File: src/lcm_pkg.sv
// Constants, field layout and types shared by the compliance margin control block
package lcm_pkg;

   // ------------------------------------------------------------------
   // Register map
   // ------------------------------------------------------------------
   localparam logic [31:0] LINK_CTL_TWO_ADDR = 32'h0000_0070;
   localparam int          WORD_LSB          = 2;

   // ------------------------------------------------------------------
   // Field positions inside link_control_two
   // ------------------------------------------------------------------
   localparam int TS_LSB  = 0;
   localparam int TS_MSB  = 3;
   localparam int FC_BIT  = 4;
   localparam int TM_LSB  = 7;
   localparam int TM_MSB  = 9;
   localparam int MC_BIT  = 10;
   localparam int SK_BIT  = 11;
   localparam int DE_BIT  = 12;
   localparam int RSV_LSB = 13;
   localparam int RSV_MSB = 15;

   // ------------------------------------------------------------------
   // Reset values and encodings
   // ------------------------------------------------------------------
   localparam logic [3:0] TS_RESET     = 4'h2;
   localparam logic [3:0] TS_GEN1      = 4'h1;
   localparam logic [3:0] TS_GEN2      = 4'h2;
   localparam logic [2:0] TM_NORMAL    = 3'h0;
   localparam logic [2:0] TM_MAX_LEGAL = 3'h5;
   localparam logic       DEEMPH_6DB   = 1'h0;
   localparam logic       DEEMPH_3P5DB = 1'h1;

   // ------------------------------------------------------------------
   // AHB-Lite encodings
   // ------------------------------------------------------------------
   localparam logic [1:0] HTRANS_NONSEQ = 2'h2;
   localparam logic       HRESP_OKAY    = 1'h0;

   // Data phase tracker of the bus slave
   typedef enum logic [1:0] {
      DP_IDLE  = 2'b00,
      DP_WRITE = 2'b01,
      DP_READ  = 2'b10
   } dphase_t;

endpackage

File: src/compliance_ctl_if.sv
// Carrier of the stored compliance fields from the register bank to the apply logic
`timescale 1ns/100ps
interface compliance_ctl_if;
   logic [2:0] margin;
   logic       mod_comp;
   logic       skip;
   logic       deemph;

   modport src (output margin, output mod_comp, output skip, output deemph);
   modport dst (input margin, input mod_comp, input skip, input deemph);
endinterface

File: src/link_compliance_margin_ctl.sv
// Link control two register bank on AHB-Lite with the compliance and margin debug fields
`timescale 1ns/100ps

// Functional notes
// Margin codes 0..5 legal, 6,7 reserved
// Entering polling configuration clears margin field
// Normal margin code selects per-lane drive registers
// New margin applied only at receiver lock
// Software should retrain after changing margin
// Software touches debug fields only when testing
// Modified bit selects modified compliance pattern
// Skip bit inserts skip sets during compliance
// De-emphasis bit used only in forced compliance
// De-emphasis zero is -6 dB, one -3.5
// Force compliance bit plus hot reset
// Target speed 1 is gen1, 2 gen2
// Sticky fields zero at power-up, 15:13 zero; target speed powers up as TS_RESET, 2
module link_compliance_margin_ctl (
   input  logic        CLOCK,
   input  logic        RST_N,
   input  logic        HSEL,
   input  logic [31:0] HADDR,
   input  logic [1:0]  HTRANS,
   input  logic        HWRITE,
   input  logic [2:0]  HSIZE,
   input  logic [31:0] HWDATA,
   input  logic        HREADY,
   output logic        HREADYOUT,
   output logic        HRESP,
   output logic [31:0] HRDATA,
   input  logic        LTSSM_POLL_CFG_ENTRY,
   input  logic        LTSSM_RCVR_LOCK,
   input  logic        LTSSM_POLL_COMPLIANCE,
   input  logic        COMPLIANCE_BY_FORCE,
   output logic [2:0]  TX_MARGIN_LEVEL,
   output logic        TX_LEVEL_FROM_LANE_REGS,
   output logic        TX_MODIFIED_COMPLIANCE,
   output logic        SKIP_INSERT_EN,
   output logic        COMPLIANCE_DEEMPH_OVERRIDE,
   output logic        COMPLIANCE_DEEMPH,
   output logic        FORCE_COMPLIANCE,
   output logic [3:0]  TARGET_SPEED
);

   // ------------------------------------------------------------------
   // State
   // ------------------------------------------------------------------
   typedef struct packed {
      lcm_pkg::dphase_t phase;
      logic [31:0]      addr;
      logic [31:0]      rdata;
      logic [3:0]       target_speed;
      logic             force_compliance;
      logic [2:0]       tx_margin_level;
      logic             modified_compliance_req;
      logic             compliance_skip_insert;
      logic             compliance_deemph_sel;
   } bank_state_t;

   bank_state_t cur;
   bank_state_t next_cur;

   compliance_ctl_if ctl_bus ();

   // ------------------------------------------------------------------
   // Helpers
   // ------------------------------------------------------------------
   // Word-aligned decode; low address bits are ignored as only whole words are used
   function automatic logic addr_hit(input logic [31:0] a);
      addr_hit = (a[31:lcm_pkg::WORD_LSB] == lcm_pkg::LINK_CTL_TWO_ADDR[31:lcm_pkg::WORD_LSB]);
   endfunction

   // Register image; reserved and upper bits read as zero
   function automatic logic [31:0] reg_image(input bank_state_t s);
      logic [31:0] w;
      w = 32'h0000_0000;
      w[lcm_pkg::TS_MSB:lcm_pkg::TS_LSB] = s.target_speed;
      w[lcm_pkg::FC_BIT]                 = s.force_compliance;
      w[lcm_pkg::TM_MSB:lcm_pkg::TM_LSB] = s.tx_margin_level;
      w[lcm_pkg::MC_BIT]                 = s.modified_compliance_req;
      w[lcm_pkg::SK_BIT]                 = s.compliance_skip_insert;
      w[lcm_pkg::DE_BIT]                 = s.compliance_deemph_sel;
      reg_image = w;
   endfunction

   logic       wr_hit;
   logic [2:0] wr_margin;
   logic       addr_take;

   // Decode of the data-phase write and the address phase
   assign wr_hit    = (cur.phase == lcm_pkg::DP_WRITE) && addr_hit(cur.addr);
   assign wr_margin = HWDATA[lcm_pkg::TM_MSB:lcm_pkg::TM_LSB];
   assign addr_take = HSEL && HREADY && (HTRANS == lcm_pkg::HTRANS_NONSEQ);

   // ------------------------------------------------------------------
   // Next state
   // ------------------------------------------------------------------
   // Hardware clear on polling entry is applied after the write so it wins the cycle
   always_comb begin
      next_cur = cur;
      if (wr_hit) begin
         next_cur.target_speed            = HWDATA[lcm_pkg::TS_MSB:lcm_pkg::TS_LSB];
         next_cur.force_compliance        = HWDATA[lcm_pkg::FC_BIT];
         next_cur.modified_compliance_req = HWDATA[lcm_pkg::MC_BIT];
         next_cur.compliance_skip_insert  = HWDATA[lcm_pkg::SK_BIT];
         next_cur.compliance_deemph_sel   = HWDATA[lcm_pkg::DE_BIT];
         // Reserved codes are dropped so the transmitter never sees an undefined swing
         if (wr_margin <= lcm_pkg::TM_MAX_LEGAL) begin
            next_cur.tx_margin_level = wr_margin;
         end
      end
      if (LTSSM_POLL_CFG_ENTRY) begin
         next_cur.tx_margin_level = lcm_pkg::TM_NORMAL;
      end
      if (addr_take) begin
         next_cur.addr  = HADDR;
         next_cur.phase = HWRITE ? lcm_pkg::DP_WRITE : lcm_pkg::DP_READ;
         // Image taken from next state so a read right after a write sees the new value
         if (!HWRITE) begin
            next_cur.rdata = addr_hit(HADDR) ? reg_image(next_cur) : 32'h0000_0000;
         end
      end else begin
         next_cur.phase = lcm_pkg::DP_IDLE;
      end
   end

   // ------------------------------------------------------------------
   // Registers
   // ------------------------------------------------------------------
   // Only power-up reset reaches here; hot and link resets leave the fields alone
   always_ff @(posedge CLOCK or negedge RST_N) begin
      if (!RST_N) begin
         cur <= '{phase: lcm_pkg::DP_IDLE, addr: 32'h0000_0000, rdata: 32'h0000_0000,
                  target_speed: lcm_pkg::TS_RESET, force_compliance: 1'h0,
                  tx_margin_level: lcm_pkg::TM_NORMAL, modified_compliance_req: 1'h0,
                  compliance_skip_insert: 1'h0, compliance_deemph_sel: 1'h0};
      end else begin
         cur <= next_cur;
      end
   end

   // ------------------------------------------------------------------
   // Bus answer and field outputs
   // ------------------------------------------------------------------
   // Zero-wait slave, always OKAY
   assign HREADYOUT        = 1'h1;
   assign HRESP            = lcm_pkg::HRESP_OKAY;
   assign HRDATA           = cur.rdata;
   assign FORCE_COMPLIANCE = cur.force_compliance;
   assign TARGET_SPEED     = cur.target_speed;

   // Stored fields to the apply logic
   assign ctl_bus.margin   = cur.tx_margin_level;
   assign ctl_bus.mod_comp = cur.modified_compliance_req;
   assign ctl_bus.skip     = cur.compliance_skip_insert;
   assign ctl_bus.deemph   = cur.compliance_deemph_sel;

   // ------------------------------------------------------------------
   // Transmitter side
   // ------------------------------------------------------------------
   margin_apply u_apply (
      .clock             (CLOCK),
      .rst_n             (RST_N),
      .ctl               (ctl_bus.dst),
      .poll_cfg_entry    (LTSSM_POLL_CFG_ENTRY),
      .rcvr_lock         (LTSSM_RCVR_LOCK),
      .poll_compliance   (LTSSM_POLL_COMPLIANCE),
      .by_force          (COMPLIANCE_BY_FORCE),
      .tx_margin         (TX_MARGIN_LEVEL),
      .from_lane_regs    (TX_LEVEL_FROM_LANE_REGS),
      .tx_mod_compliance (TX_MODIFIED_COMPLIANCE),
      .skip_insert_en    (SKIP_INSERT_EN),
      .deemph_override   (COMPLIANCE_DEEMPH_OVERRIDE),
      .deemph            (COMPLIANCE_DEEMPH)
   );
endmodule

File: src/margin_apply.sv
// Applies the stored margin and compliance fields to the transmitter at LTSSM milestones
`timescale 1ns/100ps
module margin_apply (
   input  logic                  clock,
   input  logic                  rst_n,
   compliance_ctl_if.dst         ctl,
   input  logic                  poll_cfg_entry,
   input  logic                  rcvr_lock,
   input  logic                  poll_compliance,
   input  logic                  by_force,
   output logic [2:0]            tx_margin,
   output logic                  from_lane_regs,
   output logic                  tx_mod_compliance,
   output logic                  skip_insert_en,
   output logic                  deemph_override,
   output logic                  deemph
);

   // ------------------------------------------------------------------
   // State
   // ------------------------------------------------------------------
   typedef struct packed {
      logic [2:0] applied;
      logic       from_lane;
      logic       tx_mod;
      logic       skip_en;
      logic       ovr;
      logic       deemph;
   } app_state_t;

   app_state_t cur;
   app_state_t next_cur;

   // Margin only moves in the LTSSM window, so a mid-link write never glitches the swing
   always_comb begin
      next_cur = cur;
      if (poll_cfg_entry) begin
         next_cur.applied = lcm_pkg::TM_NORMAL;
      end else if (rcvr_lock) begin
         next_cur.applied = ctl.margin;
      end
      next_cur.from_lane = (next_cur.applied == lcm_pkg::TM_NORMAL);
      next_cur.tx_mod    = poll_compliance & ctl.mod_comp;
      next_cur.skip_en   = poll_compliance & ctl.skip;
      next_cur.ovr       = poll_compliance & by_force;
      next_cur.deemph    = (poll_compliance & by_force) ? ctl.deemph : lcm_pkg::DEEMPH_6DB;
   end

   // Applied state is not sticky: it follows the link, only the register bank is
   always_ff @(posedge clock or negedge rst_n) begin
      if (!rst_n) begin
         cur <= '{applied: lcm_pkg::TM_NORMAL, from_lane: 1'h1, tx_mod: 1'h0, skip_en: 1'h0, ovr: 1'h0,
                  deemph: lcm_pkg::DEEMPH_6DB};
      end else begin
         cur <= next_cur;
      end
   end

   // Outputs straight from flip-flops
   assign tx_margin         = cur.applied;
   assign from_lane_regs    = cur.from_lane;
   assign tx_mod_compliance = cur.tx_mod;
   assign skip_insert_en    = cur.skip_en;
   assign deemph_override   = cur.ovr;
   assign deemph            = cur.deemph;
endmodule
File: config.mk
export PLATFORM = sky130hd
export DESIGN_NAME = link_compliance_margin_ctl
export DESIGN_NICKNAME = d
export VERILOG_FILES = /design/src/lcm_pkg.sv /design/src/compliance_ctl_if.sv /design/src/link_compliance_margin_ctl.sv /design/src/margin_apply.sv
export SDC_FILE = /design/constraint.sdc
export NUM_CORES = 1
export LEC_CHECK = 0
export BUFFER_PORTS_ARGS = -buffer_cell sky130_fd_sc_hd__buf_4
export CAP_MARGIN = 40
export CORE_MARGIN = 1
export CORE_UTILIZATION = 35
export DETAILED_ROUTE_END_ITERATION = 6
export GPL_TIMING_DRIVEN = 1
export PLACE_DENSITY_LB_ADDON = 0.05
export SKIP_LAST_GASP = 1
export SYNTH_ARGS = -nofsm -noshare
export SYNTH_HDL_FRONTEND = slang
export SYNTH_SLANG_ARGS = --single-unit
File: constraint.sdc
create_clock -name CLOCK -period 2.2 [get_ports CLOCK]
set_input_delay 0.11 -clock CLOCK [delete_from_list [all_inputs] [get_ports CLOCK]]
set_output_delay 0.11 -clock CLOCK [all_outputs]
set_load 0.005 [all_outputs]
==> results_dict.tcl <==
set metrics [dict create \
    synth_edf_count 0 \
    vdd_drop_max_mv 0.496 \
    wl_met3_um 310 \
    p_leak_nw 1.91 \
    postRouteAntennaNets 0 \
    fillers 722 \
    drv_cap 0 \
    dieHeight_um 92.8 \
    max_freq_mhz 522 \
    syn2layout_area_growth_pct 37.0 \
    drv_slew 0 \
    regToRegEndpoint "HRDATA[1]" \
    worst_pin_slew_ns 0.784 \
    place.gp.congestion 0.649 \
    regArea_mm2 0.00155 \
    grt_max_degree 63 \
    synthArstFlopShare 1.00 \
    grt_first_pass_wirelength_um 9090 \
    reg2reg_slack_ns 0.28 \
    crit_type "reg -> reg" \
    cp-start-kind "flop" \
    routedWlPerCell_um 13.4 \
    postSynthCellCount 207 \
    numCtsBuffers 9 \
    hpwl_um 3840 \
    yosysSeqAreaShare 0.539 \
    reg2reg_from "cur[50]" \
    outcome "completed" \
    ios 125 \
    clk_latency_ns 0.34 \
    placeableCoreArea_mm2 0.00785 \
    vias_per_cell 4.45 \
    drive_above_1_share 0.476 \
    avgSynthCellArea_um2 13.9 \
    rsz0062_at_grt "false" \
    setup_tns_ns 0 \
    ys_types 34 \
    cp-end-kind "flop" \
    crit_arrival_ns 2.15 \
    cts_resized 0 \
    grt.total_usage 0.141 \
    tritoncts "done" \
    post-route-cell-area_mm2 0.00395 \
    yosysMostFrequentCell "dfrtp_1" \
    hp-class "in -> reg" \
    nNetsFinal 384 \
    yosysTopAreaCell "dfrtp_1" \
    critPathLaunch "cur[50]" \
    crit_required_ns 2.43 \
    synthesis.area_mm2 0.00288 \
    vias 1838 \
    rr_worst_depth 5 \
    top_layer_used "met4" \
    period_share 0.871 \
    min_period_ns 1.92 \
    yosys-top-cells-count "60 x dfrtp_1, 38 x buf_4, 30 x mux2_2" \
    antenna_found_initial 0 \
    cts-htree-levels 3 \
    clkSinkCount 62 \
    ys.flop_type "dfrtp_1" \
    maxSlewHeadroom 0.477 \
    finalClockSkew_ns 0.00704 \
    drt-pass1-iter-count 4 \
    diodes 0 \
    wl_um 5540 \
    die_x_um 92.8 \
    multi_input_area_mm2 0.00110 \
    powerDensity_mw_per_mm2 748 \
    post-route-drc-count 0 \
    die-area_mm2 0.00860 \
    dr_wl_met2_um 2660 \
    final_hold_viol_count 0 \
    dr.first_iter.drc_count 54 \
    setup_viol 0 \
    yosysWarnings 0 \
    grt_pass1_vias 1854 \
    clk_pin_slew_ns 0.07 \
    placed_area_mm2 0.00336 \
    port-buffer-count 75 \
    start_util 0.367 \
    crit_path_end "HRDATA[1]" \
    grt.overflow.total 0 \
    critical_path_peak_fanout 8 \
    row_count 32 \
    cts-root-buf "clkbuf_8" \
    synth_top_area_frac 0.521 \
    synth_area_leaders "dfrtp_1 52%, mux2_2 12%, buf_4 9.9%, mux2_4 4.2%, a22o_1 2.4%" \
    drt-met1-wl_um 2470 \
    clk_path_buf_depth 2 \
    ys_ff_latch 62 \
]
[layout make-up]
type | instances | area share
clock buffer | 11 | 0.0383
multi-input combinational | 121 | 0.277
sequential | 62 | 0.393
timing repair buffer | 110 | 0.230
clock inverter | 5 | 0.0266
inverter | 2 | 0.00190
tap | 102 | 0.0323
[sequential cells by signal (all words and copies together) (netlist names)]
signal                     count
u_apply.from_lane_regs         1
ctl_bus.margin                 3
u_apply.tx_mod_compliance      1
u_apply.deemph_override        1
HRDATA                        11
ctl_bus.deemph                 1
ctl_bus.mod_comp               1
cur                           32
u_apply.skip_insert_en         1
u_apply.deemph                 1
TARGET_SPEED                   4
FORCE_COMPLIANCE               1
ctl_bus.skip                   1
u_apply.tx_margin              3
[worst min path at each step]
stage | from | to | slack, ns | depth (start not counted)
6_report | HADDR[4] | cur[47] | 0.02 | 2
2_1_floorplan | RST_N | FORCE_COMPLIANCE | -0.19 | 0
4_1_cts | HADDR[25] | cur[68] | 0.0001 | 2
3_5_place_dp | RST_N | u_apply.tx_margin[1] | 0.25 | 1
5_1_grt | HADDR[7] | cur[50] | 0.01 | 2
3_3_place_gp | RST_N | u_apply.tx_margin[1] | 0.26 | 1
[power breakdown]
group | total [mW] | internal [mW] | switching [mW]
clock | 1.26 | 0.814 | 0.442
combinational | 0.338 | 0.221 | 0.117
sequential | 1.36 | 1.26 | 0.0983
total | 2.96 | 2.30 | 0.657
[critical path, stage by stage (launching register included)]
cell and delay (ns):
dfrtp_1 0.38, nor4b_2 0.39, nand4_4 0.23, nor2_8 0.26, mux2_4 0.33, a22o_1 0.20
[metal layers]
| metal | vias up | global-route usage |
|---|---|---|
| li1 | 872 | - |
| met1 | 893 | 0.177 |
| met2 | 65 | 0.223 |
| met3 | 8 | 0.0411 |
| met4 | 0 | 0.0654 |
| met5 | - | 0 |
[per-stage QoR]
| step | cells | setup WS [ns] | hold WS, ns | total power, mW | util |
|---|---|---|---|---|---|
| 2_1_floorplan | 228 | 0.460 | -0.186 | 1.57 | - |
| 3_3_place_gp | 364 | 0.281 | 0.262 | 1.68 | 0.429 |
| 3_5_place_dp | 364 | 0.280 | 0.252 | 1.68 | 0.429 |
| 4_1_cts | 413 | 0.276 | 0.0000965 | 3.01 | 0.503 |
| 5_1_grt | 413 | 0.157 | 0.0100 | 3.09 | 0.503 |
| 6_report | 413 | 0.283 | 0.0244 | 2.96 | 0.503 |
[logic make-up after synthesis]
| group | Yosys count | share of synthesized area |
|---|---|---|
| compound gates | 14 | 0.0434 |
| buf+inv | 45 | 0.108 |
| flops | 62 | 0.539 |
| mux | 42 | 0.173 |
| other cells | 2 | 0.00261 |
| simple gates | 42 | 0.134 |
[cells in the final DEF (no fill, tap or decap), types with 3 or more instances in the layout]
cell type and n:
clkbuf_8 11, dlygate4sd3_1 33, dfrtp_1 60, a22o_1 8, nor4_4 3, and2_1 3, mux2_4 8, buf_4 77
bufinv_16 3, mux2_2 30, nand2_1 3, mux2i_1 4, conb_1 23, nor4_1 5, nor3_1 4, nor2_1 8
[what timing repair did]
| action | 4_1_cts | 5_1_grt |
|---|---|---|
| hold buffers | 33 | 0 |
| endpoints found under the hold margin | 95 | 0 |
| buffers inserted | 0 | 0 |
Note: power is estimated with default switching activity, not from simulation.
